`src/upc_link_pkg.sv`:
```
// constants, register map and carrier types of the converter packet link
package upc_link_pkg;

  // ************************************
  // packet layout
  // ************************************
  localparam int PKT_LEN = 7;
  localparam int LAST_IDX = PKT_LEN - 1;
  localparam logic [7:0] FILLER = 8'hAA;
  localparam logic [7:0] CODE_STATUS = 8'h01;
  localparam logic [7:0] CODE_TX_CTL = 8'h02;
  localparam logic [7:0] CODE_NEW_ADDR = 8'h03;
  localparam logic [7:0] CODE_FREQ = 8'h04;
  localparam logic [3:0] ADDR_MIN = 4'h1;
  localparam logic [3:0] CLASS_MIN = 4'h1;

  // status and version byte fields of the response
  localparam int FLG_TEMP = 0;
  localparam int FLG_UNLOCK = 1;
  localparam int FLG_CKSUM = 2;
  localparam int FLG_TX_ON = 3;
  localparam int CLASS_LSB = 4;
  localparam int VER_LSB = 4;

  // ************************************
  // timing
  // ************************************
  localparam longint CLK_PERIOD_NS = 100;
  localparam longint RESP_TIME_NS = 40_000_000;
  localparam int RESP_TIMEOUT_CYC = int'(RESP_TIME_NS / CLK_PERIOD_NS);

  // ************************************
  // register map (byte offsets)
  // ************************************
  localparam logic [7:0] OFS_CMD = 8'h00;
  localparam logic [7:0] OFS_ARG = 8'h04;
  localparam logic [7:0] OFS_CTRL = 8'h08;
  localparam logic [7:0] OFS_STAT = 8'h0C;
  localparam logic [7:0] OFS_RESP0 = 8'h10;
  localparam logic [7:0] OFS_RESP1 = 8'h14;
  localparam logic [7:0] OFS_IRQ_STAT = 8'h18;
  localparam logic [7:0] OFS_IRQ_CLR = 8'h1C;
  localparam logic [7:0] OFS_IRQ_EN = 8'h20;
  localparam int CTRL_GO = 0;
  localparam int CTRL_ABORT = 1;
  localparam logic [31:0] RESET_WORD = 32'h0000_0000;

  // interrupt events
  localparam int EV_W = 4;
  localparam int EV_OK = 0;
  localparam int EV_FLAG = 1;
  localparam int EV_BAD = 2;
  localparam int EV_TMO = 3;

  typedef enum logic [1:0] {ST_IDLE, ST_SEND, ST_WAIT} state_t;

  typedef struct packed {
    logic [15:0] power;
    logic [7:0] temp;
    logic [7:0] stat;
    logic [7:0] ver;
  } resp_t;

endpackage

```
`src/upc_link.sv`:
```
// modem side framer for the converter command and response packets
// Contract
// - command is addr, code, four data, checksum
// - command codes one to four as documented
// - seventh byte is eight-bit sum, checked
// - bytes two-three are power, high first
// - byte four is signed temperature
// - status bits flag temp, lock, checksum
// - status bit three tx, top nibble class
// - byte six top nibble is version
// - frequency is sixteen-bit whole megahertz
// - power class decoded to watts
// - resend command when no answer in time
`timescale 1ns/10ps
`default_nettype none

module upc_link
  import upc_link_pkg::*;
#(
  parameter int RESP_TIMEOUT = RESP_TIMEOUT_CYC
) (
  input wire logic pclk,
  input wire logic presetn,
  input wire logic ce,
  input wire logic psel,
  input wire logic penable,
  input wire logic pwrite,
  input wire logic [7:0] paddr,
  input wire logic [31:0] pwdata,
  output logic [31:0] prdata,
  output logic pready,
  output logic pslverr,
  output logic [7:0] tx_data,
  output logic tx_valid,
  input wire logic tx_ready,
  input wire logic [7:0] rx_data,
  input wire logic rx_valid,
  output logic irq
);

  localparam int TMR_W = 24;

  // ************************************
  // elaboration check
  // ************************************
  if (RESP_TIMEOUT < 2 || RESP_TIMEOUT >= (1 << TMR_W)) begin : g_bad_timeout
    $error("response timeout out of range");
  end

  // ************************************
  // state
  // ************************************
  state_t state_q;
  logic [3:0] cmd_addr_q;
  logic [7:0] cmd_code_q;
  logic [15:0] cmd_arg_q;
  logic [2:0] tx_idx_q;
  logic [2:0] rx_idx_q;
  logic [7:0] rx_buf_q [LAST_IDX];
  logic [TMR_W-1:0] tmr_q;
  logic [15:0] tries_q;
  resp_t resp_q;
  logic resp_ok_q;
  logic [EV_W-1:0] irq_stat_q;
  logic [EV_W-1:0] irq_en_q;
  logic [31:0] prdata_q;
  logic pslverr_q;
  logic pready_q;
  logic [7:0] tx_data_q;
  logic tx_valid_q;
  logic irq_q;

  // ************************************
  // bus decode
  // ************************************
  wire bus_setup = psel & ~penable;
  wire bus_wr = psel & penable & pwrite & pready_q;
  wire wr_cmd = bus_wr && paddr == OFS_CMD;
  wire wr_arg = bus_wr && paddr == OFS_ARG;
  wire wr_ctrl = bus_wr && paddr == OFS_CTRL;
  wire wr_clr = bus_wr && paddr == OFS_IRQ_CLR;
  wire wr_en = bus_wr && paddr == OFS_IRQ_EN;
  wire go = wr_ctrl & pwdata[CTRL_GO] & (state_q == ST_IDLE);
  wire abort = wr_ctrl & pwdata[CTRL_ABORT];
  wire mapped = paddr == OFS_CMD || paddr == OFS_ARG || paddr == OFS_CTRL
    || paddr == OFS_STAT || paddr == OFS_RESP0 || paddr == OFS_RESP1
    || paddr == OFS_IRQ_STAT || paddr == OFS_IRQ_CLR || paddr == OFS_IRQ_EN;

  // ************************************
  // command packet assembly
  // ************************************
  wire is_freq = cmd_code_q == CODE_FREQ;
  wire is_stat = cmd_code_q == CODE_STATUS;
  wire [7:0] pkt_b0 = {4'h0, cmd_addr_q};
  wire [7:0] pkt_d1 = is_freq ? cmd_arg_q[15:8] : (is_stat ? FILLER : cmd_arg_q[7:0]);
  wire [7:0] pkt_d2 = is_freq ? cmd_arg_q[7:0] : FILLER;
  wire [7:0] pkt_sum = pkt_b0 + cmd_code_q + pkt_d1 + pkt_d2 + FILLER + FILLER;
  wire [7:0] pkt [PKT_LEN];
  assign pkt[0] = pkt_b0;
  assign pkt[1] = cmd_code_q;
  assign pkt[2] = pkt_d1;
  assign pkt[3] = pkt_d2;
  assign pkt[4] = FILLER;
  assign pkt[5] = FILLER;
  assign pkt[6] = pkt_sum;

  wire tx_fire = tx_valid_q & tx_ready;
  wire tx_last = tx_fire && tx_idx_q == 3'(LAST_IDX);
  wire [2:0] tx_next = tx_idx_q + 3'd1;

  // ************************************
  // response check
  // ************************************
  wire rx_take = rx_valid && state_q == ST_WAIT;
  wire rx_done = rx_take && rx_idx_q == 3'(LAST_IDX);
  wire [7:0] rx_sum = rx_buf_q[0] + rx_buf_q[1] + rx_buf_q[2] + rx_buf_q[3]
    + rx_buf_q[4] + rx_buf_q[5];
  wire rx_good = rx_sum == rx_data && rx_buf_q[0] == {cmd_addr_q, 4'h0};
  wire tmo = state_q == ST_WAIT && tmr_q == TMR_W'(RESP_TIMEOUT - 1) && !rx_done;
  resp_t rx_fields;
  // one driver for the whole field bundle
  assign rx_fields = {
    rx_buf_q[1], rx_buf_q[2],
    rx_buf_q[3],
    rx_buf_q[4],
    4'h0, rx_buf_q[5][VER_LSB +: 4]
  };
  wire flag_chg = rx_fields.stat[FLG_TX_ON:0] != resp_q.stat[FLG_TX_ON:0];

  // power class to watts
  wire [3:0] pclass = resp_q.stat[CLASS_LSB +: 4];
  function automatic logic [7:0] class_watts(input logic [3:0] c);
    case (c)
      4'h1: class_watts = 8'd2;
      4'h2: class_watts = 8'd4;
      4'h3: class_watts = 8'd5;
      4'h4: class_watts = 8'd8;
      4'h5: class_watts = 8'd10;
      4'h6: class_watts = 8'd16;
      4'h7: class_watts = 8'd20;
      4'h8: class_watts = 8'd25;
      4'h9: class_watts = 8'd40;
      4'hA: class_watts = 8'd60;
      default: class_watts = 8'd0;
    endcase
  endfunction
  wire [7:0] watts = class_watts(pclass);

  // events: set wins over clear
  wire [EV_W-1:0] ev;
  assign ev[EV_OK] = rx_done & rx_good;
  assign ev[EV_FLAG] = rx_done & rx_good & flag_chg;
  assign ev[EV_BAD] = rx_done & ~rx_good;
  assign ev[EV_TMO] = tmo;
  wire [EV_W-1:0] irq_stat_d = (irq_stat_q & ~(wr_clr ? pwdata[EV_W-1:0] : '0)) | ev;
  wire [EV_W-1:0] irq_en_d = wr_en ? pwdata[EV_W-1:0] : irq_en_q;

  // read mux
  wire [31:0] rd_word =
    paddr == OFS_CMD ? {16'h0000, cmd_code_q, 4'h0, cmd_addr_q} :
    paddr == OFS_ARG ? {16'h0000, cmd_arg_q} :
    paddr == OFS_STAT ? {tries_q, 13'h0000, resp_ok_q, state_q == ST_WAIT, state_q != ST_IDLE} :
    paddr == OFS_RESP0 ? {resp_q.power, resp_q.temp, resp_q.stat} :
    paddr == OFS_RESP1 ? {16'h0000, watts, pclass, resp_q.ver[3:0]} :
    paddr == OFS_IRQ_STAT ? {28'h000_0000, irq_stat_q} :
    paddr == OFS_IRQ_EN ? {28'h000_0000, irq_en_q} : RESET_WORD;

  // ************************************
  // bus slave registers
  // ************************************
  always_ff @(posedge pclk or negedge presetn) begin
    if (!presetn) begin
      pready_q <= 1'b0;
      prdata_q <= RESET_WORD;
      pslverr_q <= 1'b0;
    end else if (ce) begin
      pready_q <= 1'b1;
      if (bus_setup) begin
        prdata_q <= pwrite ? RESET_WORD : rd_word;
        pslverr_q <= ~mapped;
      end
    end
  end

  // software writable fields
  always_ff @(posedge pclk or negedge presetn) begin
    if (!presetn) begin
      cmd_addr_q <= ADDR_MIN;
      cmd_code_q <= CODE_STATUS;
      cmd_arg_q <= 16'h0000;
      irq_en_q <= '0;
      irq_stat_q <= '0;
      irq_q <= 1'b0;
    end else if (ce) begin
      if (wr_cmd && state_q == ST_IDLE) begin
        cmd_addr_q <= pwdata[3:0];
        cmd_code_q <= pwdata[15:8];
      end
      if (wr_arg && state_q == ST_IDLE) begin
        cmd_arg_q <= pwdata[15:0];
      end
      irq_en_q <= irq_en_d;
      irq_stat_q <= irq_stat_d;
      irq_q <= |(irq_stat_d & irq_en_d);
    end
  end

  // ************************************
  // transfer sequencer
  // ************************************
  always_ff @(posedge pclk or negedge presetn) begin
    if (!presetn) begin
      state_q <= ST_IDLE;
      tx_idx_q <= 3'd0;
      tx_data_q <= 8'h00;
      tx_valid_q <= 1'b0;
      rx_idx_q <= 3'd0;
      tmr_q <= '0;
      tries_q <= 16'h0000;
    end else if (ce) begin
      case (state_q)
        ST_IDLE: begin
          if (go) begin
            state_q <= ST_SEND;
            tx_idx_q <= 3'd0;
            tx_data_q <= pkt[0];
            tx_valid_q <= 1'b1;
            tries_q <= 16'h0001;
          end
        end
        ST_SEND: begin
          if (abort) begin
            state_q <= ST_IDLE;
            tx_valid_q <= 1'b0;
          end else if (tx_last) begin
            state_q <= ST_WAIT;
            tx_valid_q <= 1'b0;
            rx_idx_q <= 3'd0;
            tmr_q <= '0;
          end else if (tx_fire) begin
            tx_idx_q <= tx_next;
            tx_data_q <= pkt[tx_next];
          end
        end
        ST_WAIT: begin
          tmr_q <= tmr_q + 1'b1;
          if (rx_take) begin
            rx_idx_q <= rx_idx_q + 3'd1;
          end
          if (abort || (rx_done && rx_good)) begin
            state_q <= ST_IDLE;
          end else if (tmo || rx_done) begin
            // unanswered or bad answer: send the same command again
            state_q <= ST_SEND;
            tx_idx_q <= 3'd0;
            tx_data_q <= pkt[0];
            tx_valid_q <= 1'b1;
            tries_q <= tries_q + 16'h0001;
          end
        end
        default: begin
          state_q <= ST_IDLE;
          tx_valid_q <= 1'b0;
        end
      endcase
    end
  end

  // response capture, kept only when valid
  always_ff @(posedge pclk or negedge presetn) begin
    if (!presetn) begin
      resp_q <= '0;
      resp_ok_q <= 1'b0;
    end else if (ce) begin
      if (rx_done && rx_good) begin
        resp_q <= rx_fields;
        resp_ok_q <= 1'b1;
      end else if (go) begin
        resp_ok_q <= 1'b0;
      end
    end
  end

  // response byte store
  always_ff @(posedge pclk) begin
    if (ce && rx_take && rx_idx_q < 3'(LAST_IDX)) begin
      rx_buf_q[rx_idx_q] <= rx_data;
    end
  end

  // ************************************
  // outputs
  // ************************************
  assign prdata = prdata_q;
  assign pready = pready_q;
  assign pslverr = pslverr_q;
  assign tx_data = tx_data_q;
  assign tx_valid = tx_valid_q;
  assign irq = irq_q;

  // ************************************
  // assertions
  // ************************************
  property p_tx_hold;
    @(posedge pclk) disable iff (!presetn)
    tx_valid && !tx_ready && !abort |=> tx_valid && $stable(tx_data);
  endproperty
  a_tx_hold: assert property (p_tx_hold) else $error("tx byte dropped while stalled");

  property p_first_byte;
    @(posedge pclk) disable iff (!presetn)
    $rose(tx_valid) |-> tx_data == {4'h0, cmd_addr_q} && tx_idx_q == 3'd0;
  endproperty
  a_first_byte: assert property (p_first_byte) else $error("first byte not address");

  property p_code_byte;
    @(posedge pclk) disable iff (!presetn)
    tx_valid && tx_idx_q == 3'd1 |-> tx_data == cmd_code_q;
  endproperty
  a_code_byte: assert property (p_code_byte) else $error("second byte not code");

  property p_fill;
    @(posedge pclk) disable iff (!presetn)
    tx_valid && tx_idx_q >= 3'd4 && tx_idx_q <= 3'd5 |-> tx_data == 8'hAA;
  endproperty
  a_fill: assert property (p_fill) else $error("filler byte wrong");

  property p_timeout;
    @(posedge pclk) disable iff (!presetn)
    ce && tmo && !abort |=> state_q == ST_SEND && tx_valid && irq_stat_q[EV_TMO];
  endproperty
  a_timeout: assert property (p_timeout) else $error("no resend after timeout");

  property p_accept;
    @(posedge pclk) disable iff (!presetn)
    ce && rx_done && rx_good |=> resp_ok_q && state_q == ST_IDLE
      && resp_q.power == $past({rx_buf_q[1], rx_buf_q[2]});
  endproperty
  a_accept: assert property (p_accept) else $error("good response not taken");

  property p_reject;
    @(posedge pclk) disable iff (!presetn)
    ce && rx_done && !rx_good && !abort |=> $stable(resp_q) && state_q == ST_SEND
      && irq_stat_q[EV_BAD];
  endproperty
  a_reject: assert property (p_reject) else $error("bad response accepted");

  property p_irq;
    @(posedge pclk) disable iff (!presetn)
    irq == |(irq_stat_q & irq_en_q);
  endproperty
  a_irq: assert property (p_irq) else $error("interrupt level mismatch");

  property p_watts;
    @(posedge pclk) disable iff (!presetn)
    pclass == 4'hA |-> watts == 8'd60;
  endproperty
  a_watts: assert property (p_watts) else $error("power class decode wrong");

endmodule

`default_nettype wire

```
`config.mk`:
```
export PLATFORM = sky130hd
export DESIGN_NAME = upc_link
export DESIGN_NICKNAME = d
export VERILOG_FILES = /design/src/upc_link_pkg.sv /design/src/upc_link.sv
export SDC_FILE = /design/constraint.sdc
export NUM_CORES = 1
export LEC_CHECK = 0
export BUFFER_PORTS_ARGS = -buffer_cell sky130_fd_sc_hd__clkbuf_2
export CELL_PAD_IN_SITES_DETAIL_PLACEMENT = 0
export CELL_PAD_IN_SITES_GLOBAL_PLACEMENT = 2
export CORE_MARGIN = 2
export CORE_UTILIZATION = 30
export DETAILED_ROUTE_END_ITERATION = 8
export GPL_TIMING_DRIVEN = 0
export PLACE_DENSITY_LB_ADDON = 0.12
export SYNTH_ARGS = -nofsm -noshare
export SYNTH_HDL_FRONTEND = slang
export SYNTH_SLANG_ARGS = --single-unit
```
`constraint.sdc`:
```
create_clock -name pclk -period 9 [get_ports pclk]
set_clock_uncertainty 0.1 [all_clocks]
set_input_delay 1.8 -clock pclk [delete_from_list [all_inputs] [get_ports pclk]]
set_output_delay 1.8 -clock pclk [all_outputs]
set_load 0.03 [all_outputs]
```
==> impl_metrics.yaml <==
outcome:
  status: "finished clean"
logic_synthesis:
  netlist_area_sq_mm: 0.01179
  synth_edf_count: 48
  synth.distinct_cells: 78
  synth_nets: 1218
  synthTopCellsByCount: "dfrtp_1, nand2_1, inv_1, mux2_2, nor2_1"
  async_reset_ff_frac: 0.7746
  postSynthCellCount: 1092
  ys.warnings.count: 0
  synth_area_per_cell_sq_um: 10.80
  synth_top_area_cell: "dfrtp_1"
  synth.yosys.seq_area_share: 0.4726
  synth-seq-cells: 213
  synthTopCellsByArea: "dfrtp_1, edfxtp_1, mux2_2"
  synth_ff_type: "dfrtp_1"
  yosysMostFrequentCell: "dfrtp_1"
  yosys.area.top_type_share: 0.3459
clocking:
  cts_tree: "yes"
  cts-root-buf: "clkbuf_16"
  cts_buffers: 27
  cts_buffer_depth: 3
  ctsResizeCount: 0
  cts.sinks: 213
  cts_hold_buffers: 0
  clock_latency_ns: 0.56
  path_clk_slew_ns: 0.06
  h-tree-depth: 1
  cts_setup_buffers: 0
sta:
  slew_headroom: 0.1943
  finalSetupViolCount: 0
  setup_tns_ns: 0
  worst_pin_slew_ns: 1.199
  max_freq_ghz: 0.1737
  post-route-period-util: 0.6395
  slew_violations: 0
  hold_violations: 0
  rsz0062_at_grt: "false"
  period_minus_slack_ns: 5.756
floorplan:
  core_area_sq_mm: 0.03874
  die_h_um: 202.3
  ios: 100
  fp.dieArea_sq_mm: 0.04091
  start_util: 0.3044
  rows: 72
  die_x_um: 202.3
pwr:
  switching_share: 0.2414
  p_int_w: 0.001665
  p_leak_nw: 6.015
  pwr-share-seq: 0.461
  totalPowerFinal_w: 0.002195
  p_sw_w: 0.0005300
  vdd_drop_max_uv: 125.9
  power_density_mw_per_mm2: 159.1
  clkPwrFrac: 0.485
  pwr-share-comb: 0.054
layout:
  nets: 1333
  syn_to_final_growth_pct: 17.00
  instances_no_fill: 1745
  post-route-util: 0.3562
  fin_area_sq_mm: 0.01380
  antenna_cells: 0
  final_layout_size_suffix_gt1_frac: 0.1907
hold_path:
  hold_class: "flop to flop"
  min-delay-start: "prdata[9]"
setup_path:
  crit_top_cell: "fa_1"
  rr_startpoint: "rx_buf_q[4][2]"
  cp-start-kind: "flop"
  cpPeakStageDelay_ns: 0.59
  critPathSlowestCell: "clkbuf_1"
  cp_cell_sequence: "fa_1 > inv_1 > fa_1 > fa_1 > inv_1 > ha_1 > fa_1 > xnor2_1 > nand4_1 > nor4_1 > nand3_1 > nor3_2 > clkbuf_1 > mux2_2"
  end_kind: "flop"
  cp.required_ns: 9.34
  arrival_ns: 6.09
  critPathTopFamily: "adder cells"
  crit_path_start: "rx_buf_q[4][2]"
  critPathMaxFanout: 10
  crit_type: "flop to flop"
  worst-path-buf-inv: 3
drt:
  ant_nets: 0
  drc: 0
  vias: 8664
  vias_per_cell: 4.965
  post_drt_wl_per_cell_um: 21.01
  dr.pass1.iters: 4
  initialDrtViolationCount: 502
  drt-total-wl_mm: 36.66
placed_design:
  dp_hpwl_mm: 27.99
  gp_congestion: 0.8089
  placedCellCount: 1696
  placed_area_sq_mm: 0.01292
  placement.io_buffers: 83
global_route:
  grt_pass1_vias: 9059
  antenna_found_initial: 1
  grt_pass1_wl_mm: 57.45
  grt_remaining_overflow: 0
  grt.total_usage: 0.1832
  grt_max_degree: 95
flow_run:
  maxCapViolations: 0
## routing by layer
layer | vias up | wire (um) | track usage | part of all wire
li1 | 4129 | - | - | -
met1 | 4345 | 17730 | 0.2605 | 0.48
met2 | 154 | 17120 | 0.2994 | 0.47
met3 | 36 | 1213 | 0.02225 | 0.033
met4 | 0 | 603 | 0.03989 | 0.016
met5 | - | 0 | 0 | 0
## cell usage in the layout, fill, tap and decap left out, types with 5 or more instances in the layout
cell type / synthesis / routed
dfrtp_1: 163 / 163
nand2_1: 103 / 103
clkbuf_2: 0 / 82
inv_1: 76 / 76
mux2_2: 76 / 76
nor2_1: 64 / 64
o21ai_0: 54 / 54
a21oi_1: 49 / 49
edfxtp_1: 48 / 48
clkbuf_1: 31 / 38
fa_1: 38 / 38
xnor2_1: 37 / 37
ha_1: 32 / 32
nand3_1: 28 / 28
clkbuf_16: 0 / 27
a22oi_1: 24 / 24
nor3_1: 25 / 24
and3_1: 18 / 18
xor2_1: 18 / 18
nand4_1: 13 / 13
a31oi_1: 13 / 13
nor4_1: 13 / 11
o22ai_1: 10 / 10
and2_1: 9 / 9
mux2i_1: 9 / 9
or3_1: 8 / 8
buf_2: 8 / 8
a21o_1: 8 / 8
clkbuf_8: 0 / 7
nor2b_1: 6 / 6
nand2b_1: 6 / 6
a211oi_1: 6 / 6
clkinv_2: 0 / 6
a22o_1: 5 / 5
buf_1: 5 / 5
and4_1: 5 / 5
a21boi_0: 5 / 5
## worst reg2reg max path: cells and delay by family, from the launching register on
| family | cells | cell delay (ns) |
|---|---|---|
| xor+xnor | 1 | 0.19 |
| simple gates | 4 | 1.52 |
| mux | 1 | 0.41 |
| flops | 1 | 0.46 |
| buf+inv | 3 | 0.69 |
| fa+ha+maj | 5 | 2.27 |
## per-stage QoR
stage	hold slack [ns]	setup slack (ns)
after floorplan	0.3691	4.184
after global placement	0.3546	2.537
after detailed placement	0.3632	3.278
after CTS	0.3765	3.254
after global routing	0.4038	3.010
final	0.3662	3.244
## flip-flops by register name, summed over array words and instances (netlist names), 2 cells and up
signal,flops
cmd_addr_q,4
cmd_arg_q,16
cmd_code_q,8
irq_en_q,4
irq_stat_q,4
pclass,4
prdata,32
resp_q,32
rx_buf_q,48
rx_idx_q,3
state_q,2
tmr_q,24
tries_q,16
tx_data,8
tx_idx_q,3
## power groups by stage
stage | combinational (W) | sequential [W] | clock [W]
2_1_floorplan | 0.0000557 | 0.00103 | 0
3_3_place_gp | 0.000120 | 0.00103 | 0
3_5_place_dp | 0.000122 | 0.00103 | 0
4_1_cts | 0.000122 | 0.00101 | 0.00110
5_1_grt | 0.000134 | 0.00101 | 0.00115
6_report | 0.000119 | 0.00101 | 0.00107
## layout make-up
class                           instances  area [sq um]
Fill cell                            3943         24940
Multi-Input combinational cell        757          5762
Sequential cell                       213          5573
Clock buffer                           40         784.5
Tap cell                              518         648.1
Timing Repair Buffer                   86         466.7
Inverter                               77         289.0
Buffer                                 45         186.4
Clock inverter                          9         87.58
## cell families (layout without fill, tap and decap cells)
group | Yosys count | after routing | synth area share
flops | 213 | 213 | 0.4726
buf+inv | 122 | 257 | 0.04032
simple gates | 322 | 322 | 0.1368
fa+ha+maj | 70 | 70 | 0.09846
compound gates | 220 | 220 | 0.1237
xor+xnor | 58 | 58 | 0.04605
mux | 87 | 87 | 0.08212
## final timing paths
check / cells past startpoint / end / slack, ns
max: 14 / resp_q[37] / 3.24
min reg2reg: 2 / prdata[9] / 0.37
min in group asynchronous: 1 / resp_q[8] / 1.16
min: 2 / prdata[9] / 0.37
max in group asynchronous: 2 / state_q[0] / 6.72
max reg2reg: 14 / resp_q[37] / 3.24
No activity file was read; power rests on OpenSTA's default activity.
